### src/rop_host_regs.vh
// constants for the raster-op host controller: register map, fields, timing
`ifndef ROP_HOST_REGS_VH
`define ROP_HOST_REGS_VH

// apb register offsets (byte addresses)
`define OFF_CMD        12'h000
`define OFF_STATUS     12'h004
`define OFF_WDATA      12'h008
`define OFF_RDATA      12'h00C
`define OFF_PAT_ADDR   12'h010
`define OFF_PAT_INDEX  12'h014
`define OFF_PAT_DATA   12'h018
`define OFF_RUN_LEN    12'h01C

// command register fields
`define CMD_OP_LSB     0
`define CMD_OP_MSB     2
`define CMD_ADDR_LSB   4
`define CMD_ADDR_MSB   7

// command codes
`define OP_REG_WRITE   3'h0
`define OP_REG_READ    3'h1
`define OP_SRC_LOAD    3'h2
`define OP_DST_LOAD    3'h3
`define OP_RESULT      3'h4
`define OP_SEQ_RUN     3'h5

// status bits
`define ST_BUSY        0
`define ST_DONE        1

// reset values
`define RST_CMD        32'h00000000
`define RST_WDATA      16'h0000
`define RST_RUN_LEN    16'h0000

// pin timing, ns, and derived cycle counts at the clock rate
`define CLK_PERIOD_NS  40
`define STROBE_W_NS    60
`define NLD_GAP_NS     150
`define SETUP_NS       50
`define HOLD_NS        30
`define STROBE_CYC     ((`STROBE_W_NS + `CLK_PERIOD_NS - 1) / `CLK_PERIOD_NS)
`define GAP_CYC        ((`NLD_GAP_NS + `CLK_PERIOD_NS - 1) / `CLK_PERIOD_NS)
`define SETUP_CYC      ((`SETUP_NS + `CLK_PERIOD_NS - 1) / `CLK_PERIOD_NS)
`define HOLD_CYC       ((`HOLD_NS + `CLK_PERIOD_NS - 1) / `CLK_PERIOD_NS)

`endif

### src/rop_word_mem.v
// small word memory holding source words for a sequenced run
`timescale 1ns/1ps
module rop_word_mem #(
  parameter AW = 6,
  parameter DW = 16
) (
  // clock
  input  wire          clk,
  // write port
  input  wire          we,
  input  wire [AW-1:0] waddr,
  input  wire [DW-1:0] wdata,
  // read port, data registered
  input  wire [AW-1:0] raddr,
  output reg  [DW-1:0] rdata
);
  reg [DW-1:0] mem [0:(1<<AW)-1];

  // registered read keeps the memory inferable as block ram
  always @(posedge clk) begin
    if (we) begin
      mem[waddr] <= wdata;
    end
    rdata <= mem[raddr];
  end
endmodule // rop_word_mem

### src/rop_host_ctrl.v
// host controller driving the raster-op alu pins, commanded over apb
`timescale 1ns/1ps
`include "rop_host_regs.vh"
// Requirements the document places on host and device
// RQ1: device takes bus data only on chip select plus write; drives only on read/result; the model also loads on source and dest strobes.
// RQ2: host keeps chip select asserted throughout each register read or write.
// RQ3: device drives addressed register while chip select and read asserted.
// RQ4: device captures bus into addressed register while chip select and write asserted.
// RQ5: device address inputs select exactly one register per access.
// RQ6: host never raises result strobe during chip select with read or write.
// RQ7: device drives function decoder output while result strobe asserted.
// RQ8: destination loads on trailing edge of its strobe, ignoring select and address.
// RQ9: each destination strobe pulse decrements the operation counter.
// RQ10: source strobe loads selected source register, other gets its old value.
// RQ11: shifter takes 16 contiguous bits of the 32-bit source concatenation.
// RQ12: nonzero low shift nibble gives the field offset from bit 0.
// RQ13: zero shift passes one source register unshifted, chosen by direction.
// RQ14: per bit, source, destination, pattern pick one of eight function bits.
// RQ15: index weights pattern 4, source 2, destination 1; AND is 88 hex.
// RQ16: result also readable as an ordinary alu output register.
// RQ17: every register readable and writable for context save and restore.
// RQ18: counter with width and masks keeps edge destination bits unaltered.
// RQ19: mask one at counter equal width, mask two at zero, else none.
// RQ20: strobe after counter zero reloads counter from width.
// RQ21: masking enable changes only on destination strobes.
// RQ22: host pulses destination strobe once after counter load, preloading one higher.
// RQ23: host reloads counter and pulses destination strobe on context leave and re-entry.
// RQ24: synchronous device samples strobes once per pulse on detected edges.
module rop_host_ctrl #(
  parameter MEM_AW = 6
) (
  // clock and reset
  input  wire        CLOCK,
  input  wire        RESET_N,
  // apb slave
  input  wire        PSEL,
  input  wire        PENABLE,
  input  wire        PWRITE,
  input  wire [11:0] PADDR,
  input  wire [31:0] PWDATA,
  output reg  [31:0] PRDATA,
  output wire        PREADY,
  output wire        PSLVERR,
  // device pins, active low strobes
  output reg         CS_N,
  output reg         RD_N,
  output reg         WR_N,
  output reg  [3:0]  ADDR,
  output reg         DEST_LOAD_STROBE_N,
  output reg         SOURCE_LOAD_STROBE_N,
  output reg         RESULT_OUT_STROBE_N,
  // shared data bus, three signals
  input  wire [15:0] DATA_IN,
  output reg  [15:0] DATA_OUT,
  output reg         DATA_OE
);
  localparam [3:0] S_IDLE  = 4'h0;
  localparam [3:0] S_SETUP = 4'h1;
  localparam [3:0] S_PULSE = 4'h2;
  localparam [3:0] S_HOLD  = 4'h3;
  localparam [3:0] S_GAP   = 4'h4;
  localparam [3:0] S_FETCH = 4'h5;
  localparam [3:0] S_SAMP  = 4'h6;

  // cycle counts worked out wide, then cut to the counter width on purpose
  localparam integer STROBE_I = `STROBE_CYC;
  localparam integer SETUP_I  = `SETUP_CYC;
  localparam integer HOLD_I   = `HOLD_CYC;
  localparam integer GAP_I    = `GAP_CYC;
  localparam [3:0]   STROBE_CYC = STROBE_I[3:0];
  localparam [3:0]   SETUP_CYC  = SETUP_I[3:0];
  localparam [3:0]   HOLD_CYC   = HOLD_I[3:0];
  localparam [3:0]   GAP_CYC    = GAP_I[3:0];

  reg  [3:0]        state_r;
  reg  [3:0]        cnt_r;
  reg  [2:0]        op_r;
  reg  [3:0]        addr_r;
  reg  [15:0]       wdata_r;
  reg  [15:0]       rdata_r;
  reg               done_r;
  reg  [15:0]       run_len_r;
  reg  [15:0]       run_left_r;
  reg  [MEM_AW-1:0] pat_addr_r;
  reg  [MEM_AW-1:0] run_idx_r;
  wire [15:0]       mem_rdata;
  wire              busy = (state_r != S_IDLE);
  wire              wr_en = PSEL && PENABLE && PWRITE;
  wire              pat_we = wr_en && (PADDR == `OFF_PAT_DATA);

  assign PREADY  = 1'b1;
  assign PSLVERR = 1'b0;

  // source words for sequenced runs
  rop_word_mem #(
    .AW (MEM_AW),
    .DW (16)
  ) u_mem (
    .clk   (CLOCK),
    .we    (pat_we),
    .waddr (pat_addr_r),
    .wdata (PWDATA[15:0]),
    .raddr (run_idx_r),
    .rdata (mem_rdata)
  );

  // apb read mux; unmapped offsets read zero
  always @* begin
    case (PADDR)
      `OFF_STATUS:    PRDATA = {30'h00000000, done_r, busy};
      `OFF_WDATA:     PRDATA = {16'h0000, wdata_r};
      `OFF_RDATA:     PRDATA = {16'h0000, rdata_r};
      `OFF_CMD:       PRDATA = {24'h000000, addr_r, 1'b0, op_r};
      `OFF_PAT_ADDR:  PRDATA = {{(32-MEM_AW){1'b0}}, pat_addr_r};
      `OFF_RUN_LEN:   PRDATA = {16'h0000, run_len_r};
      default:        PRDATA = 32'h00000000;
    endcase
  end

  // command sequencer; strobes stretched to exceed device minimum widths
  always @(posedge CLOCK or negedge RESET_N) begin
    if (!RESET_N) begin
      state_r              <= S_IDLE;
      cnt_r                <= 4'h0;
      op_r                 <= 3'h0;
      addr_r               <= 4'h0;
      wdata_r              <= `RST_WDATA;
      rdata_r              <= 16'h0000;
      done_r               <= 1'b0;
      run_len_r            <= `RST_RUN_LEN;
      run_left_r           <= 16'h0000;
      pat_addr_r           <= {MEM_AW{1'b0}};
      run_idx_r            <= {MEM_AW{1'b0}};
      CS_N                 <= 1'b1;
      RD_N                 <= 1'b1;
      WR_N                 <= 1'b1;
      ADDR                 <= 4'h0;
      DEST_LOAD_STROBE_N   <= 1'b1;
      SOURCE_LOAD_STROBE_N <= 1'b1;
      RESULT_OUT_STROBE_N  <= 1'b1;
      DATA_OUT             <= 16'h0000;
      DATA_OE              <= 1'b0;
    end else begin
      // software writes; pattern address auto-increments on each data write
      if (wr_en && PADDR == `OFF_WDATA && !busy) begin
        wdata_r <= PWDATA[15:0];
      end
      if (wr_en && PADDR == `OFF_RUN_LEN && !busy) begin
        run_len_r <= PWDATA[15:0];
      end
      if (wr_en && PADDR == `OFF_PAT_ADDR) begin
        pat_addr_r <= PWDATA[MEM_AW-1:0];
      end else if (pat_we) begin
        pat_addr_r <= pat_addr_r + {{(MEM_AW-1){1'b0}}, 1'b1};
      end
      // status clear on new command, set on completion wins below
      if (wr_en && PADDR == `OFF_CMD && !busy) begin
        done_r <= 1'b0;
      end
      case (state_r)
        S_IDLE: begin
          if (wr_en && PADDR == `OFF_CMD) begin
            op_r       <= PWDATA[`CMD_OP_MSB:`CMD_OP_LSB];
            addr_r     <= PWDATA[`CMD_ADDR_MSB:`CMD_ADDR_LSB];
            ADDR       <= PWDATA[`CMD_ADDR_MSB:`CMD_ADDR_LSB];
            run_left_r <= run_len_r;
            run_idx_r  <= {MEM_AW{1'b0}};
            cnt_r      <= SETUP_CYC;
            state_r    <= S_SETUP;
            // select goes active first and stays for the whole access [RQ2]
            CS_N <= !(PWDATA[`CMD_OP_MSB:`CMD_OP_LSB] == `OP_REG_WRITE ||
                      PWDATA[`CMD_OP_MSB:`CMD_OP_LSB] == `OP_REG_READ);
            DATA_OUT <= wdata_r;
            // drive bus for writes and loads, never for reads or result [RQ1]
            DATA_OE <= (PWDATA[`CMD_OP_MSB:`CMD_OP_LSB] == `OP_REG_WRITE ||
                        PWDATA[`CMD_OP_MSB:`CMD_OP_LSB] == `OP_SRC_LOAD ||
                        PWDATA[`CMD_OP_MSB:`CMD_OP_LSB] == `OP_DST_LOAD);
            if (PWDATA[`CMD_OP_MSB:`CMD_OP_LSB] == `OP_SEQ_RUN) begin
              state_r <= S_FETCH;
            end
          end
        end
        S_FETCH: begin
          // memory read data lands a cycle later
          state_r <= S_SAMP;
        end
        S_SAMP: begin
          DATA_OUT <= mem_rdata;
          DATA_OE  <= 1'b1;
          cnt_r    <= SETUP_CYC;
          state_r  <= S_SETUP;
        end
        S_SETUP: begin
          if (cnt_r > 4'h1) begin
            cnt_r <= cnt_r - 4'h1;
          end else begin
            cnt_r <= STROBE_CYC;
            state_r <= S_PULSE;
            case (op_r)
              `OP_REG_WRITE: WR_N <= 1'b0;                  // [RQ4]
              `OP_REG_READ:  RD_N <= 1'b0;                  // [RQ3]
              `OP_SRC_LOAD:  SOURCE_LOAD_STROBE_N <= 1'b0;
              `OP_DST_LOAD:  DEST_LOAD_STROBE_N <= 1'b0;    // [RQ22][RQ23]
              `OP_SEQ_RUN:   SOURCE_LOAD_STROBE_N <= 1'b0;
              // result only while select is idle [RQ6]
              `OP_RESULT:    RESULT_OUT_STROBE_N <= !CS_N;
              default:       state_r <= S_HOLD;
            endcase
          end
        end
        S_PULSE: begin
          if (cnt_r > 4'h1) begin
            cnt_r <= cnt_r - 4'h1;
          end else begin
            // sample returned data just before releasing the strobe
            if (op_r == `OP_REG_READ || op_r == `OP_RESULT) begin
              rdata_r <= DATA_IN;
            end
            WR_N                 <= 1'b1;
            RD_N                 <= 1'b1;
            SOURCE_LOAD_STROBE_N <= 1'b1;
            DEST_LOAD_STROBE_N   <= 1'b1;   // trailing edge loads dest [RQ8]
            RESULT_OUT_STROBE_N  <= 1'b1;
            cnt_r   <= HOLD_CYC;
            state_r <= S_HOLD;
          end
        end
        S_HOLD: begin
          if (cnt_r > 4'h1) begin
            cnt_r <= cnt_r - 4'h1;
          end else begin
            // data held past trailing edge, select dropped only afterwards [RQ2]
            CS_N    <= 1'b1;
            DATA_OE <= 1'b0;
            cnt_r   <= GAP_CYC;
            state_r <= S_GAP;
          end
        end
        S_GAP: begin
          // gap covers the minimum spacing between destination strobes [RQ9]
          if (cnt_r > 4'h1) begin
            cnt_r <= cnt_r - 4'h1;
          end else if (op_r == `OP_SEQ_RUN && run_left_r > 16'h0001) begin
            run_left_r <= run_left_r - 16'h0001;
            run_idx_r  <= run_idx_r + {{(MEM_AW-1){1'b0}}, 1'b1};
            state_r    <= S_FETCH;
          end else begin
            done_r  <= 1'b1;
            state_r <= S_IDLE;
          end
        end
        default: begin
          state_r <= S_IDLE;
        end
      endcase
    end
  end
endmodule // rop_host_ctrl

### config.mk
export PLATFORM = sky130hd
export DESIGN_NAME = rop_host_ctrl
export DESIGN_NICKNAME = d
export VERILOG_FILES = /design/src/rop_word_mem.v /design/src/rop_host_ctrl.v
export VERILOG_INCLUDE_DIRS = /design/src /design/src/src
export SDC_FILE = /design/constraint.sdc
export NUM_CORES = 1
export LEC_CHECK = 0
export BUFFER_PORTS_ARGS = -buffer_cell sky130_fd_sc_hd__buf_4
export CAP_MARGIN = 20
export CORE_MARGIN = 5
export CORE_UTILIZATION = 40
export CTS_CLUSTER_DIAMETER = 30
export CTS_CLUSTER_SIZE = 12
export DETAILED_ROUTE_END_ITERATION = 8
export HOLD_SLACK_MARGIN = 0.15
export SLEW_MARGIN = 20
export SYNTH_ARGS = -nofsm -noshare
export SYNTH_HDL_FRONTEND = slang
export SYNTH_SLANG_ARGS = --single-unit
### constraint.sdc
create_clock -name CLOCK -period 4.15 [get_ports CLOCK]
set_input_delay 1.245 -clock CLOCK [delete_from_list [all_inputs] [get_ports CLOCK]]
set_output_delay 1.245 -clock CLOCK [all_outputs]
set_load 0.03 [all_outputs]
==> metrics.yaml, run 1 <==
drive_gt1_share_pct: 31.0
synth-seq-cells: 1154
fin_crit_sh_pct: 99.9
yosysSeqAreaShare_pct: 74.3
timing.rr.end: "u_mem.rdata[6]"
min_path_cells: 2
rsz0062_at_grt: "yes"
clock_skew_ns: 0.0336
syn_area_per_cell_um2: 18.5
async_flop_share_pct: 9.88
grt_pass1_vias: 25900
track_usage_pct: 20.2
antenna_found_initial: 8
post-route-util_pct: 49.9
clk_latency_ns: 0.76
die_h_um: 348
ant_nets: 0
r2r-start: "run_idx_r[0]"
crit_top_cell: "buf_6"
synth_cell_types: 82
end_kind: "output port"
finalSetupViolations: 0
rrSetupSlack_ns: 0.71
cts_tree: "built"
layout_setup_ws_ns: 0.00597
hpwlAfterDp_mm: 75.3
htreeDepth: 4
vdd_drop_max_mv: 0.410
cp-start-kind: "primary input"
path_cells: "buf_6 > or4_4 > or3b_4 > nor2_4 > buf_6 > a222oi_1 > nand2_2 > buf_6"
min_from: "u_mem.rdata[3]"
syn_inst: 2463
dp_slack_ns: -0.129
power_mw: 30.3
portBuffers: 91
drt-total-wl_mm: 124
drtPass1Iterations: 8
synth-main-ff-cell: "edfxtp_1"
drt-initial-drc-count: 2793
area_delta_synth_final_pct: 24.4
clockBufferDepth: 3
detail_route.wl_per_cell_um: 27.7
grt_start_max_net_pins: 73
cpPeakStageDelay_ns: 0.58
nFillCells: 9195
reg2reg_depth: 6
status: "finished clean"
critical_path_class: "primary input to output port"
hold_violations: 0
num_vias: 25500
leakagePower_nw: 20.2
max_freq_ghz: 0.241
place_area_um2: 49500
critical_path_required_ns: 2.90
cts_root_buffer: "clkbuf_16"
synth-edff-count: 1024
grt-ovfl-total: 0
clock-sinks: 1154
grt_first_pass_wirelength_mm: 179
slew_violations: 0
vias_per_cell: 5.70
arrival_ns: 2.90
die_x_um: 348
slew_headroom_pct: 31.0
pin_count: 126
numCtsBuffers: 203
design_area_um2: 56800
min_period_ns: 4.14
layout.nets: 2851
worstPathMaxFanout: 6
rows: 124
initial_utilization_pct: 40.1
holdWs_ns: 0.475
crit_path_top_delay_cell: "or4_4"
power-per-cell-area_nw_per_um2: 533
die-area_um2: 121000
hold_end: "DATA_OUT[3]"
ys_warn_count: 0
hold_path.class: "flip-flop to flip-flop"
netlist_area_um2: 45700
gp_congestion: 0.878
max_cap_viol_count: 0
core_um2: 114000
clkSlewWorstSetupHoldPaths_ns: 0.05
worst_pin_slew_ns: 1.03
drc: 0
[registers in the layout, indices dropped and copies added (netlist names), 3 cells and up]
register	count
rdata_r	16
run_idx_r	6
run_len_r	16
wdata_r	16
u_mem.rdata	16
run_left_r	16
DATA_OUT	16
pat_addr_r	6
op_r	3
cnt_r	4
u_mem.mem	1024
state_r	3
addr_r	4
[routing by layer]
metal	vias to the layer above	share of wire, %	GRT usage, %
li1	10800	-	-
met1	13300	41	27.4
met2	1168	48	32.3
met3	195	8.7	4.93
met4	0	3.0	6.60
met5	-	0	0
[logic make-up after synthesis]
family | synth area share, %
and+or+nand+nor | 3.65
muxes | 14.1
DFF | 74.3
buffers and inverters | 1.92
adders and majority gates | 0.164
xor gates and xnor gates | 0.0384
AOI/OAI and AO/OA | 5.80
other | 0.0164
[synth_stat cells (8+ instances only)]
cell type | n | share of area [%]
nand2_1 | 124 | 1.0
dfrtp_1 | 108 | 5.9
a211oi_1 | 23 | 0.38
a22o_1 | 18 | 0.35
a21oi_1 | 36 | 0.39
o22ai_1 | 43 | 0.59
nor2_1 | 111 | 0.91
nand3_1 | 26 | 0.28
nor3_1 | 20 | 0.22
a22oi_1 | 42 | 0.69
a21o_1 | 10 | 0.16
edfxtp_1 | 1024 | 67
a222oi_1 | 12 | 0.26
a31oi_1 | 13 | 0.18
buf_4 | 28 | 0.46
a211o_1 | 14 | 0.27
buf_2 | 34 | 0.37
buf_1 | 13 | 0.11
and3_1 | 12 | 0.16
nor4_1 | 9 | 0.12
dfxtp_1 | 16 | 0.70
mux4_2 | 197 | 9.7
mux2i_1 | 133 | 2.9
a221o_1 | 8 | 0.18
clkbuf_1 | 84 | 0.69
mux2_2 | 60 | 1.5
o221ai_1 | 37 | 0.71
inv_1 | 24 | 0.20
o21ai_0 | 51 | 0.56
[power breakdown]
group | internal, mW | switching [mW]
Sequential | 12.7 | 0.00736
Clock | 11.4 | 5.90
Combinational | 0.0576 | 0.294
[through the flow]
stage	setup TNS, ns	std cells
finish	0	4472
global route	-0.0495	4470
CTS	-0.00805	4470
detailed placement	-0.672	4085
global placement	-0.585	4085
floorplan	0	2479
[area by class of cell]
type / count / area (µm²) / share of cell area [%]
antenna: 2 / 5.00 / 0.00881
clock buffer: 228 / 5310 / 9.35
clock inverter: 155 / 1930 / 3.39
inverter: 26 / 97.6 / 0.172
multi-input combinational: 1137 / 11000 / 19.4
sequential: 1154 / 33900 / 59.7
tap: 1512 / 1890 / 3.33
timing repair buffer: 258 / 2620 / 4.60
[worst max path at each step]
stage	startpoint	to	slack (ns)	depth (start not counted)
2_1_floorplan	PADDR[5]	PRDATA[10]	0.008	7
3_3_place_gp	PADDR[5]	PRDATA[0]	-0.15	8
3_5_place_dp	PADDR[5]	PRDATA[0]	-0.13	8
4_1_cts	PADDR[7]	PRDATA[0]	-0.008	8
5_1_grt	PADDR[5]	PRDATA[0]	-0.04	8
6_report	PADDR[5]	PRDATA[0]	0.006	8
[cell usage in the layout, fill, tap and decap left out, drive strengths merged, types with 60 or more instances in the layout]
cell type	Yosys	final
edfxtp	1024	1024
buf	78	258
clkbuf	84	228
mux4	197	197
mux2i	133	133
nand2	124	124
nor2	113	113
dfrtp	108	108
clkinv	1	63
mux2	60	60
inv	25	60
[worst max-delay path, delay by kind of cell]
family	cells	cell delay (ns)
and+or+nand+nor	4	1.20
AOI/OAI and AO/OA	1	0.11
buffers and inverters	3	0.34
[what timing repair did]
| item | CTS | global route |
|---|---|---|
| buffers inserted | 2 | 0 |
| setup endpoints to repair | 16 | 11 |
| hold buffers | 0 | 0 |
| gates cloned | 0 | 0 |
| endpoints found under the hold margin | 0 | 0 |
| gates resized for setup | 12 | 10 |
| pin swaps | 8 | 8 |
(Power assumes the default switching activity.)
==> run 2, diff against run 1 <==
--- a/config.mk
+++ b/config.mk
@@ -13,8 +13,10 @@
 export CTS_CLUSTER_DIAMETER = 30
 export CTS_CLUSTER_SIZE = 12
 export DETAILED_ROUTE_END_ITERATION = 8
+export GPL_TIMING_DRIVEN = 0
 export HOLD_SLACK_MARGIN = 0.15
 export SLEW_MARGIN = 20
 export SYNTH_ARGS = -nofsm -noshare
 export SYNTH_HDL_FRONTEND = slang
+export SYNTH_HIERARCHICAL = 1
 export SYNTH_SLANG_ARGS = --single-unit
==> metrics.yaml, run 2 <==
syn_area_per_cell_um2: 18.7
cts_root_buffer: "clkbuf_16"
critical_path_class: "primary input to flip-flop"
synth_common_cells: "1,024 x edfxtp_1, 220 x mux4_2, 126 x nand2_1"
critical_path_required_ns: 4.61
cts_tree: "built"
power_mw: 31.4
arrival_ns: 4.57
clkSlewWorstSetupHoldPaths_ns: 0.05
grt.busiest_layer: "met2"
ant_nets: 0
synth_top_area_share_pct: 66.5
fin_crit_sh_pct: 99.1
max_flop_register: "u_mem/mem"
crit_top_cell: "buf_4"
cpPeakStageDelay_ns: 0.63
die_x_um: 350
num_vias: 26300
grt_pass1_vias: 26400
synth_fa_ha_area_share_pct: 0.162
rows: 124
drt-initial-drc-count: 2969
drt-total-wl_mm: 128
nFillCells: 9180
status: "finished clean"
met2_usage_pct: 32.5
drc: 0
placed_cells: 4145
min_period_ns: 4.11
synthMuxAreaShare_pct: 14.8
async_flop_share_pct: 9.88
holdWs_ns: 0.427
track_usage_pct: 20.8
max_freq_ghz: 0.243
synth-edff-count: 1024
gp_congestion: 1.02
netSwitchingFraction_pct: 22.5
netlist_area_um2: 46200
worstPathMaxFanout: 15
synth-main-ff-cell: "edfxtp_1"
initial_utilization_pct: 40.4
sequentialPowerShare_pct: 41.1
crit_path_top_delay_cell: "nand2_1"
largest_reg_flops: 1024
p_clk_share_pct: 54.4
max_cap_viol_count: 0
synth_cell_types: 85
core_um2: 115000
vias_per_cell: 5.78
power_switching_mw: 7.07
layout_commonest_cell: "edfxtp_1"
yosysSeqAreaShare_pct: 73.4
synth_xor_area_share_pct: 0.0379
clockBufferDepth: 3
grt_first_pass_wirelength_mm: 185
power-per-cell-area_nw_per_um2: 548
combPwrFrac_pct: 4.5
final_cell_mix: "1,024 x edfxtp_1, 220 x mux4_2, 206 x clkbuf_16"
layout.nets: 2918
pin_count: 126
multiInputGateArea_um2: 11500
numCtsBuffers: 206
yosys.area.top_type: "edfxtp_1"
end_kind: "flip-flop"
hold_violations: 0
area_delta_synth_final_pct: 24.0
path_cells: "buf_4 > nor4_4 > buf_4 > nand2b_1 > nor3_1 > clkbuf_2 > nor2b_1 > nand2_1 > nor2_2 > buf_6"
die_h_um: 350
design_area_um2: 57300
vdd_drop_max_mv: 0.442
place_area_um2: 49800
htreeDepth: 4
worst_pin_slew_ns: 1.18
die-area_um2: 122000
finalSetupViolations: 0
slew_headroom_pct: 21.1
slew_violations: 0
hpwlAfterDp_mm: 84.3
clk_latency_ns: 0.79
clock_skew_ns: 0.0424
drtPass1Iterations: 6
seq_area_um2: 33900
post-route-util_pct: 50.1
portBuffers: 91
layout_setup_ws_ns: 0.0382
use_met1_pct: 29.2
leakagePower_nw: 20.2
antenna_found_initial: 5
grt_start_max_net_pins: 72
synth_compound_area_share_pct: 4.56
fin_cells: 4545
synth_top_family_by_area: "multiplexers"
syn_inst: 2469
cp-start-kind: "primary input"
grt-ovfl-total: 0
drive_gt1_share_pct: 32.6
tns_ns: 0
detail_route.wl_per_cell_um: 28.2
yosys.area_share.simple_pct: 4.52
dp_slack_ns: -1.56
p_int_mw: 24.4
clock-sinks: 1154
hold_path.class: "primary input to async pin"
grtUsageMet3_pct: 4.31
ys_warn_count: 6
yosysMostFrequentCell: "edfxtp_1"
yosys-top-cells-area: "edfxtp_1 67%, mux4_2 11%, dfrtp_1 5.8%"
synth-seq-cells: 1154
-- run 2: worst paths after layout --
kind	from	end	slack (ns)	cells after the start
min	RESET_N	cnt_r[2]	0.43	1
max reg2reg	run_idx_r[1]	u_mem/rdata[11]	0.42	7
max	PADDR[9]	u_mem/mem[34][9]	0.04	10
min in group CLOCK	u_mem/rdata[2]	DATA_OUT[2]	0.47	2
max in group asynchronous	RESET_N	DEST_LOAD_STROBE_N	2.98	2
min reg2reg	u_mem/rdata[2]	DATA_OUT[2]	0.47	2
-- run 2: worst max-delay path, delay by kind of cell --
| family | cells | cell delay (ns) |
|---|---|---|
| AND/OR/NAND/NOR | 6 | 2.40 |
| buffers and inverters | 4 | 0.91 |
-- run 2: cell families (layout without fill, tap and decap cells) --
family / Yosys count / after routing
AO/OA/AOI/OAI: 294 / 294
XOR/XNOR: 2 / 2
adder cells (fa/ha/maj): 6 / 6
buffers and inverters: 193 / 737
flip-flops: 1154 / 1154
multiplexers: 392 / 392
other: 2 / 22
AND/OR/NAND/NOR: 426 / 426
-- run 2: power by group through the flow --
stage	Clock (mW)	Combinational (mW)	Sequential (mW)
final	17.1	1.41	12.9
after detailed placement	0	1.41	13.1
after global placement	0	1.36	13.1
after CTS	17.3	1.42	12.9
after floorplan	0	0.605	13.2
after global routing	17.9	1.53	12.9
-- run 2: layout make-up --
type,instances,area share [%]
Sequential cell,1154,59.2
Clock inverter,154,3.41
Timing Repair Buffer,156,2.69
Clock buffer,236,9.23
Tap cell,1512,3.30
Multi-Input combinational cell,1138,20.1
Antenna cell,4,0.0175
Buffer,160,1.82
Inverter,31,0.203
-- run 2: repair_timing --
item / in CTS / in global routing
pin swaps: 3 / 3
hold buffers: 0 / 0
buffers inserted: 3 / 5
cloned: 0 / 0
resized for setup: 28 / 17
endpoints found under the hold margin: 0 / 0
setup endpoints to repair: 624 / 495
-- run 2: metal layers --
metal | part of all wire (%) | up-vias
met2 | 47 | 1296
met3 | 8.4 | 236
met1 | 41 | 13900
met4 | 3.4 | 2
met5 | 0.0078 | -
li1 | - | 10900
